File: config.mk
export PLATFORM = sky130hd
export DESIGN_NAME = cid_regs
export DESIGN_NICKNAME = d
export VERILOG_FILES = /design/src/include/cid_pkg.sv /design/src/rtl/cid_regs.sv
export SDC_FILE = /design/constraint.sdc
export NUM_CORES = 1
export LEC_CHECK = 0
export ABC_AREA = 1
export BUFFER_PORTS_ARGS = -buffer_cell sky130_fd_sc_hd__buf_2
export CAP_MARGIN = 40
export CORE_UTILIZATION = 30
export DETAILED_ROUTE_END_ITERATION = 12
export SLEW_MARGIN = 40
export SYNTH_ARGS = -nofsm -noshare
export SYNTH_HDL_FRONTEND = slang
export SYNTH_HIERARCHICAL = 1
export SYNTH_SLANG_ARGS = --single-unit
File: constraint.sdc
create_clock -name pclk -period 3.1 [get_ports pclk]
set_input_delay 0.465 -clock pclk [delete_from_list [all_inputs] [get_ports pclk]]
set_output_delay 0.465 -clock pclk [all_outputs]
set_load 0.03 [all_outputs]
File: src/include/cid_pkg.sv
package cid_pkg;

  // register indices; byte address is four times the index
  localparam logic [11:0] CID_IDX_CAPABILITY_IDENTIFICATION = 12'h088;
  localparam logic [11:0] CID_IDX_BUFSTR = 12'h092;
  localparam logic [11:0] CID_IDX_MODE = 12'h051;
  localparam logic [13:0] CID_ADDR_CAPABILITY_IDENTIFICATION = {CID_IDX_CAPABILITY_IDENTIFICATION, 2'b00};
  localparam logic [13:0] CID_ADDR_BUFSTR = {CID_IDX_BUFSTR, 2'b00};
  localparam logic [13:0] CID_ADDR_MODE = {CID_IDX_MODE, 2'b00};

  // capability word and mode register field positions
  localparam int CID_POS_SPEED = 31;
  localparam int CID_POS_DCACHE = 30;
  localparam int CID_POS_AGP = 29;
  localparam int CID_POS_IGFX = 28;
  localparam int CID_POS_VER = 24;
  localparam int CID_POS_LEN = 16;
  localparam int CID_POS_NEXT = 8;
  localparam int CID_POS_TYPE = 0;
  localparam int CID_POS_GMS = 0;

  // constant fields and reset values
  localparam logic [31:0] CID_CAPABILITY_IDENTIFICATION_RESET = 32'hF104A009;
  localparam logic [3:0] CID_VERSION = 4'h1;
  localparam logic [7:0] CID_LENGTH = 8'h04;
  localparam logic [7:0] CID_NEXT_GRAPHICS_PORT = 8'hA0;
  localparam logic [7:0] CID_NEXT_END = 8'h00;
  localparam logic [7:0] CID_TYPE_CODE = 8'h09;
  localparam logic [15:0] CID_BUFSTR_RESET = 16'hFFFF;
  localparam logic CID_GMS_RESET = 1'b0;

  typedef struct packed {
    logic psel;
    logic penable;
    logic pwrite;
    logic [31:0] paddr;
    logic [31:0] pwdata;
    logic [3:0] pstrb;
  } cid_apb_req_s;

  typedef struct packed {
    logic [31:0] prdata;
    logic pready;
    logic pslverr;
  } cid_apb_rsp_s;

endpackage

File: src/rtl/cid_regs.sv
// Contract
// - capability word read-only, writes ignored
// - bit 31 reports 133 MHz capability
// - bit 30 reports display cache capability
// - bit 29 reports graphics port mode support
// - bit 28 reports integrated graphics support
// - bits 27:24 constant version 0001b
// - bits 23:16 constant length 04h
// - next pointer A0h or 00h by mode
// - bits 7:0 constant vendor capability code
// - word present only in graphics port mode
// - 16-bit buffer strength register, resets ones
`timescale 1ns/1ns
module cid_regs
  import cid_pkg::*;
#(
  parameter logic CAP_133MHZ = 1'b1,
  parameter logic CAP_DISPLAY_CACHE = 1'b1,
  parameter logic CAP_GRAPHICS_PORT = 1'b1,
  parameter logic CAP_INTERNAL_GRAPHICS = 1'b1,
  parameter logic GRAPHICS_PORT_MODE = 1'b1
)
(
  input wire logic pclk,
  input wire logic presetn,
  input wire cid_pkg::cid_apb_req_s apb_req,
  output cid_pkg::cid_apb_rsp_s apb_rsp,
  output logic [15:0] memory_buffer_strength,
  output logic graphics_mode_select_bit
);
  import cid_pkg::*;

  ////////////////////////////////////////////////////////////////////////////
  // state

  // address decode
  logic [13:0] word_addr;
  logic addr_in_range;
  logic hit_capability_identification;
  logic hit_bufstr;
  logic hit_mode;
  logic mapped;
  logic [31:0] read_value;

  // capability word
  logic [31:0] capability_identification;
  logic [7:0] chain_pointer;

  // access and write qualifiers
  logic access_wait;
  logic wr_take;
  logic wr_bufstr;
  logic wr_bufstr_low;
  logic wr_bufstr_high;
  logic wr_mode;

  // bus response group
  logic [31:0] next_prdata;
  logic next_pready;
  logic next_pslverr;

  // buffer strength group
  logic [7:0] next_bufstr_low;
  logic [7:0] next_bufstr_high;
  logic [15:0] next_memory_buffer_strength;

  // mode bit group
  logic next_graphics_mode_select_bit;

  ////////////////////////////////////////////////////////////////////////////
  // capability word

  always_comb
  begin
    capability_identification = '0;
    capability_identification[CID_POS_SPEED] = CAP_133MHZ;
    capability_identification[CID_POS_DCACHE] = CAP_DISPLAY_CACHE;
    capability_identification[CID_POS_AGP] = CAP_GRAPHICS_PORT;
    capability_identification[CID_POS_IGFX] = CAP_INTERNAL_GRAPHICS;
    capability_identification[CID_POS_VER +: 4] = CID_VERSION;
    capability_identification[CID_POS_LEN +: 8] = CID_LENGTH;
    // pointer is taken from the live mode bit, not a stored copy
    capability_identification[CID_POS_NEXT +: 8] = chain_pointer;
    capability_identification[CID_POS_TYPE +: 8] = CID_TYPE_CODE;
  end

  ////////////////////////////////////////////////////////////////////////////
  // apb decode

  always_comb
  begin
    word_addr = {apb_req.paddr[13:2], 2'b00};
    // any set bit above the window would otherwise alias a register
    addr_in_range = (apb_req.paddr[31:14] == '0);
    hit_capability_identification = 1'b0;
    hit_bufstr = 1'b0;
    hit_mode = 1'b0;
    if (addr_in_range)
    begin
      case (word_addr)
        CID_ADDR_CAPABILITY_IDENTIFICATION:
        begin
          hit_capability_identification = GRAPHICS_PORT_MODE;
        end
        CID_ADDR_BUFSTR:
        begin
          hit_bufstr = 1'b1;
        end
        CID_ADDR_MODE:
        begin
          hit_mode = 1'b1;
        end
        default:
        begin
          hit_mode = 1'b0;
        end
      endcase
    end
    mapped = hit_capability_identification || hit_bufstr || hit_mode;
  end

  always_comb
  begin
    read_value = 32'h00000000;
    if (hit_capability_identification)
    begin
      read_value = capability_identification;
    end
    else if (hit_bufstr)
    begin
      read_value = {16'h0000, memory_buffer_strength};
    end
    else if (hit_mode)
    begin
      read_value = {31'h00000000, graphics_mode_select_bit};
    end
  end

  always_comb
  begin
    case (graphics_mode_select_bit)
      1'b0:
      begin
        chain_pointer = CID_NEXT_GRAPHICS_PORT;
      end
      1'b1:
      begin
        chain_pointer = CID_NEXT_END;
      end
      default:
      begin
        chain_pointer = CID_NEXT_GRAPHICS_PORT;
      end
    endcase
  end

  ////////////////////////////////////////////////////////////////////////////
  // bus response

  always_comb
  begin
    access_wait = apb_req.psel && apb_req.penable && !apb_rsp.pready;
    wr_take = apb_req.psel && apb_req.penable && apb_rsp.pready && apb_req.pwrite && mapped;
    // the capability word has no storage, so a write to it lands nowhere
    wr_bufstr = wr_take && hit_bufstr;
    wr_bufstr_low = wr_bufstr && apb_req.pstrb[0];
    wr_bufstr_high = wr_bufstr && apb_req.pstrb[1];
    wr_mode = wr_take && hit_mode && apb_req.pstrb[0];
  end

  always_comb
  begin
    next_pready = 1'b0;
    next_pslverr = 1'b0;
    // read data holds between transfers; only pready qualifies it
    next_prdata = apb_rsp.prdata;
    // one wait state: answer on the second access cycle
    if (access_wait)
    begin
      next_pready = 1'b1;
      next_pslverr = !mapped;
      if (apb_req.pwrite)
      begin
        next_prdata = 32'h00000000;
      end
      else
      begin
        next_prdata = read_value;
      end
    end
  end

  always_ff @(posedge pclk or negedge presetn)
  begin
    if (!presetn)
    begin
      apb_rsp <= '0;
    end
    else
    begin
      apb_rsp.prdata <= next_prdata;
      apb_rsp.pready <= next_pready;
      apb_rsp.pslverr <= next_pslverr;
    end
  end

  ////////////////////////////////////////////////////////////////////////////
  // buffer strength register
  // strobe lanes 3:2 have no storage behind them and are dropped

  cid_strobe_lane
  #(
    .WIDTH(8)
  )
  low_lane_inst
  (
    .strobe(wr_bufstr_low),
    .current(memory_buffer_strength[7:0]),
    .wdata(apb_req.pwdata[7:0]),
    .next_value(next_bufstr_low)
  );

  cid_strobe_lane
  #(
    .WIDTH(8)
  )
  high_lane_inst
  (
    .strobe(wr_bufstr_high),
    .current(memory_buffer_strength[15:8]),
    .wdata(apb_req.pwdata[15:8]),
    .next_value(next_bufstr_high)
  );

  always_comb
  begin
    next_memory_buffer_strength = {next_bufstr_high, next_bufstr_low};
  end

  always_ff @(posedge pclk or negedge presetn)
  begin
    if (!presetn)
    begin
      memory_buffer_strength <= CID_BUFSTR_RESET;
    end
    else
    begin
      memory_buffer_strength <= next_memory_buffer_strength;
    end
  end

  ////////////////////////////////////////////////////////////////////////////
  // graphics mode select register: 0 graphics port mode, 1 internal graphics mode

  always_comb
  begin
    next_graphics_mode_select_bit = graphics_mode_select_bit;
    if (wr_mode)
    begin
      next_graphics_mode_select_bit = apb_req.pwdata[CID_POS_GMS];
    end
  end

  always_ff @(posedge pclk or negedge presetn)
  begin
    if (!presetn)
    begin
      graphics_mode_select_bit <= CID_GMS_RESET;
    end
    else
    begin
      graphics_mode_select_bit <= next_graphics_mode_select_bit;
    end
  end

endmodule

////////////////////////////////////////////////////////////////////////////
// one write-strobed lane of a read/write register

module cid_strobe_lane
#(
  parameter int WIDTH = 8
)
(
  input wire logic strobe,
  input wire logic [WIDTH-1:0] current,
  input wire logic [WIDTH-1:0] wdata,
  output logic [WIDTH-1:0] next_value
);
  import cid_pkg::*;

  always_comb
  begin
    // an unstrobed lane keeps its stored value
    next_value = current;
    if (strobe)
    begin
      next_value = wdata;
    end
  end

endmodule

After elaboration in Yosys (flattened, before gate mapping)
Index checks and enable logic that the tools add are counted.
Widths: inputs -> output; s select.

storage, ports and cells
  register bits after elaboration = 51
  output and inout port bits = 51
  word-level logic and storage cells = 38

cells by class
  equality and inequality tests = 3
  muxes and demuxes = 13
  bitwise logic cells = 1
  reduce and logical (&&, ||, !) cells = 15

operator list
  operator             number
  $mux 32              2
  $eq 12x8->1 const B  2
  $logic_not 18->1     1
  $mux 16              1
  $pmux 8 s2           1
  $eq 12x7->1 const B  1
  $logic_and 1x1->1    10
  $mux 1               9
  $logic_not 1->1      2
  $logic_or 1x1->1     2
  $not 1->1            1

Logic depth before layout (Yosys ltp)
  word-level depth = 8
  gate-level depth with buffers = 11
  mapped depth without buffers = 10

Cells and area by module
The synthesis kept the hierarchy.

modules (own cells, without submodules)
  module           instances  cells an instance  area each (um^2)
  cid_regs         1          180                1605.3
  cid_strobe_lane  2          26                 105.1

Least setup slack after synthesis
Ideal clock, no wire load.

  path type = input -> register
  start = input apb_req[40] (netlist name)
  end = register memory_buffer_strength[0]
  library setup time = 76 ps
  data arrival time = 1553 ps
  required time = 3024 ps
  slack = 1471 ps
  cell stages on the path = 10
  path through = or2_1 nor2_1 nand3_1 nor2_2 inv_1 nor2_1 buf_6 inv_2 nand2_1 nand2_1

on the way
  word-level cells in the longest chain between the ends = 8

RTL lines
  what                           line             text
  start, declared                cid_regs.sv:26   input wire cid_pkg::cid_apb_req_s apb_req,
  $eq 12x8->1                    cid_regs.sv:100  case (word_addr)
  $mux 1                         cid_regs.sv:100
  $mux 1                         cid_regs.sv:98   if (addr_in_range)
  $logic_or 1x1->1 (2 in a row)  cid_regs.sv:119  mapped = hit_capability_identification || hit_bufstr || hit_mode;
  $logic_and 1x1->1              cid_regs.sv:163  wr_take = apb_req.psel && apb_req.penable && apb_rsp.pready && apb_req.pwrite && mapped;
  $logic_and 1x1->1 (*)          cid_regs.sv:165  wr_bufstr = wr_take && hit_bufstr;
  $logic_and 1x1->1 (*)          cid_regs.sv:166  wr_bufstr_low = wr_bufstr && apb_req.pstrb[0];
  net wr_bufstr_low              cid_regs.sv:53   logic wr_bufstr_low;
  end signal, assigned           cid_regs.sv:248  memory_buffer_strength <= next_memory_buffer_strength;
  end, declared                  cid_regs.sv:28   output logic [15:0] memory_buffer_strength,

Mark *: on every way through the listed nets, which the timed path passes. The rest lies on a longest branch.
A chain may end at the register's enable or synchronous reset.

Worst setup path in the final report
  start = input apb_req[53] (netlist name)
  end = register memory_buffer_strength[14]

on the way
  word-level cells in the longest chain between the ends = 7

RTL lines
  what                           line             text
  $logic_not 18->1 (*)           cid_regs.sv:94   addr_in_range = (apb_req.paddr[31:14] == '0);
  $mux 1                         cid_regs.sv:98
  $logic_or 1x1->1 (2 in a row)  cid_regs.sv:119
  $logic_and 1x1->1              cid_regs.sv:163
  $logic_and 1x1->1 (*)          cid_regs.sv:165
  $logic_and 1x1->1 (*)          cid_regs.sv:167  wr_bufstr_high = wr_bufstr && apb_req.pstrb[1];
  net wr_bufstr_high             cid_regs.sv:54   logic wr_bufstr_high;

Marks and branches as above.

==> impl_metrics.ini <==
[timing]
min_period_ns = 1.98
final.setup_skew_ns = 0.00379
tightest_slew_ns = 0.591
layout_worst_path_cycle_share = 0.639
rsz_0062_raised_after_global_routing = no
slew_headroom = 0.605
drv_slew = 0
max_clock_freq_mhz = 505
report.final.hold_viol_count = 0
fin_hold_ws_ns = 0.125
setup_viol = 0
finalSetupTns_ns = 0
finalWorstSetupSlack_ns = 1.12

[placed_design]
dp_cells = 387
dp_hpwl_um = 3300
gp_congestion = 0.750
post_dp_cell_area_mm2 = 0.00226
port-buffer-count = 93
dpl_ws_ns = 0.781

[die]
rows = 27
ios = 124
die_h_um = 79.8
dieWidth_um = 79.8
core_mm2 = 0.00568
initial_core_util = 0.320
die_area_mm2 = 0.00637

[finish]
design.final.nets = 395
fillerInstances = 605
instances_no_fill = 395
finalInstanceArea_mm2 = 0.00237
area_growth_pct = 30.6
post_route_cells_drive_above_1_share = 0.393
antenna_cells_inserted = 0

[power]
p_leak_nw = 1.39
irDropWorstVdd_mv = 0.215
seqPwrFrac = 0.491
switchingPower_w = 0.000222
net_switching_fraction_of_the_power = 0.230
power.density_mw_per_mm2 = 406
p_int_w = 0.000741
portion_of_total_power_attributed_to_the_clock_network = 0.421
comb_power_share = 0.088

[yosys]
seq_area_frac_synth = 0.507
synthDominantAreaCellType = dfrtp_1
netlist-cell-type-count = 24
cell_types_with_the_largest_area_share_after_synthesis = dfrtp_1 28%, dfstp_2 23%, nand2_1 20%
synth.ff_latch_count = 36
syn-cell-area_mm2 = 0.00182
ys_warn_count = 6
netlist_instances = 232
fraction_of_post_synthesis_cell_area_in_the_top_cell_type_by_area = 0.276
syn_avg_cell_area_um2 = 7.83

[flow_run]
cap_violations = 0

[drt]
detailedRoute.firstIterationViolations = 74
avgViaCountPerCell = 4.29
drc = 0
vias = 1694
wire_per_inst_um = 11.0
route.antenna.remaining_nets = 0
sum_of_routed_wire_length_over_all_layers_um = 4340
firstDrtPassIters = 4

[clock_tree]
cts_setup_buffers = 0
postCtsResizedCells = 0
buffer_depth_of_the_longest_clock_path = 2
clock-sinks = 36
worstSkewPairLatency_ns = 0.28
cts_made_buffers = 5
cts_hold_buf = 0
cts.root.buffer_cell = clkbuf_8
clock_tree_from_tritoncts = built
clock_tree.htree_level_count = 2
clk_pin_slew_ns = 0.07

[grt]
grt.total_usage = 0.151
antenna_found_initial = 0
grt_pass1_wl_um = 7250
grt.overflow.total = 0
grt_max_degree = 37
first_global_vias = 1585

[critical_path]
cp.arrival_ns = 2.20
critical_path_required_ns = 3.32
crit_path_end_kind = flip-flop
timing.critical_path.from_type = input pin
critPathKind = input pin to flip-flop
cp_max_fo = 9

[run_status]
run_status = completed

[worst_hold_path]
holdCritPathClass = input pin to async pin
flip-flops by register name (all words and copies together) (netlist names):
| register | cells |
|---|---|
| graphics_mode_select_bit | 1 |
| memory_buffer_strength | 16 |
| apb_rsp | 19 |
synthesized netlist by cell type:
| cell type | count |
|---|---|
| nor2_2 | 4 |
| and2_1 | 2 |
| nor2_4 | 1 |
| or2_1 | 1 |
| a21boi_0 | 1 |
| buf_6 | 3 |
| inv_1 | 12 |
| nand2_1 | 98 |
| clkbuf_1 | 1 |
| buf_4 | 15 |
| dfrtp_1 | 20 |
| nand3_2 | 1 |
| nor3_1 | 4 |
| o21ai_0 | 1 |
| or2_0 | 1 |
| conb_1 | 1 |
| nor2_1 | 21 |
| nand3_1 | 21 |
| nand4_1 | 2 |
| inv_2 | 3 |
| a21oi_1 | 1 |
| and2_0 | 1 |
| buf_2 | 1 |
| dfstp_2 | 16 |
worst max-delay path, stage by stage:
cell and delay [ns]:
buf_2 0.09, or2_0 0.21, nor2_1 0.14, nand3_2 0.15
nor2_2 0.23, inv_1 0.10, nor2_1 0.47, inv_2 0.17
nand2_1 0.09, nand2_1 0.06
power groups by stage:
stage | Sequential (W) | Combinational (W) | Clock [W]
finish | 0.000473 | 0.0000846 | 0.000405
global route | 0.000473 | 0.0000962 | 0.000448
CTS | 0.000473 | 0.0000857 | 0.000421
detailed placement | 0.000481 | 0.0000855 | 0
global placement | 0.000481 | 0.0000849 | 0
floorplan | 0.000484 | 0.0000443 | 0
final timing paths:
| path | from | to | slack [ns] | cells past startpoint |
|---|---|---|---|---|
| setup / recovery | apb_req[53] | memory_buffer_strength[14] | 1.12 | 10 |
| hold / removal | presetn | apb_rsp[12] | 0.12 | 1 |
| setup reg to reg | apb_rsp[1] | apb_rsp[17] | 1.45 | 7 |
| hold reg to reg | memory_buffer_strength[6] | memory_buffer_strength[6] | 0.47 | 2 |
| max in group asynchronous | presetn | memory_buffer_strength[0] | 2.63 | 1 |
| min in group pclk | apb_req[10] | memory_buffer_strength[6] | 0.36 | 3 |
logic make-up (layout without fill, tap and decap cells):
logic type / after synthesis / count (layout) / share of synthesized area
AND/OR/NAND/NOR: 157 / 157 / 0.365
flip-flops: 36 / 36 / 0.507
buffers and inverters: 35 / 117 / 0.116
AO/OA/AOI/OAI: 3 / 3 / 0.00964
other: 1 / 10 / 0.00207
layout by cell type, fill, tap and decap left out:
| cell | n |
|---|---|
| or2_1 | 1 |
| or2_0 | 1 |
| nand2_1 | 98 |
| bufinv_16 | 1 |
| nand4_1 | 2 |
| a21oi_1 | 1 |
| o21ai_0 | 1 |
| nor2_2 | 4 |
| inv_2 | 3 |
| and2_1 | 2 |
| nor2_4 | 1 |
| and2_0 | 1 |
| dfrtp_1 | 20 |
| clkinvlp_4 | 1 |
| buf_2 | 92 |
| nor2_1 | 21 |
| nor3_1 | 4 |
| buf_4 | 2 |
| clkbuf_8 | 5 |
| clkinv_2 | 1 |
| nand3_2 | 1 |
| nand3_1 | 21 |
| dfstp_2 | 16 |
| a21boi_0 | 1 |
| conb_1 | 10 |
| inv_1 | 12 |
per-stage QoR:
stage          total power [W]   util
6_report              0.000962  0.418
3_5_place_dp          0.000567  0.398
3_3_place_gp          0.000566  0.398
4_1_cts               0.000979  0.417
2_1_floorplan         0.000528      -
5_1_grt                0.00102  0.418
metal layers:
| layer | global-route usage | vias to the layer above | share of wire | routed length, µm |
|---|---|---|---|---|
| li1 | - | 871 | - | - |
| met1 | 0.182 | 759 | 0.43 | 1860 |
| met2 | 0.257 | 53 | 0.50 | 2170 |
| met3 | 0.0286 | 11 | 0.046 | 199 |
| met4 | 0.0750 | 0 | 0.025 | 108 |
| met5 | 0 | - | 0 | 0 |
cell type report:
type,count,area [µm²],area share
clock inverter,3,42.5,0.0179
clock buffer,5,68.8,0.0290
tap,72,90.1,0.0380
multi-input combinational,170,717,0.302
timing repair buffer,94,475,0.201
inverter,15,56.3,0.0237
sequential,36,921,0.388
No activity file was read; power rests on OpenSTA's default activity.
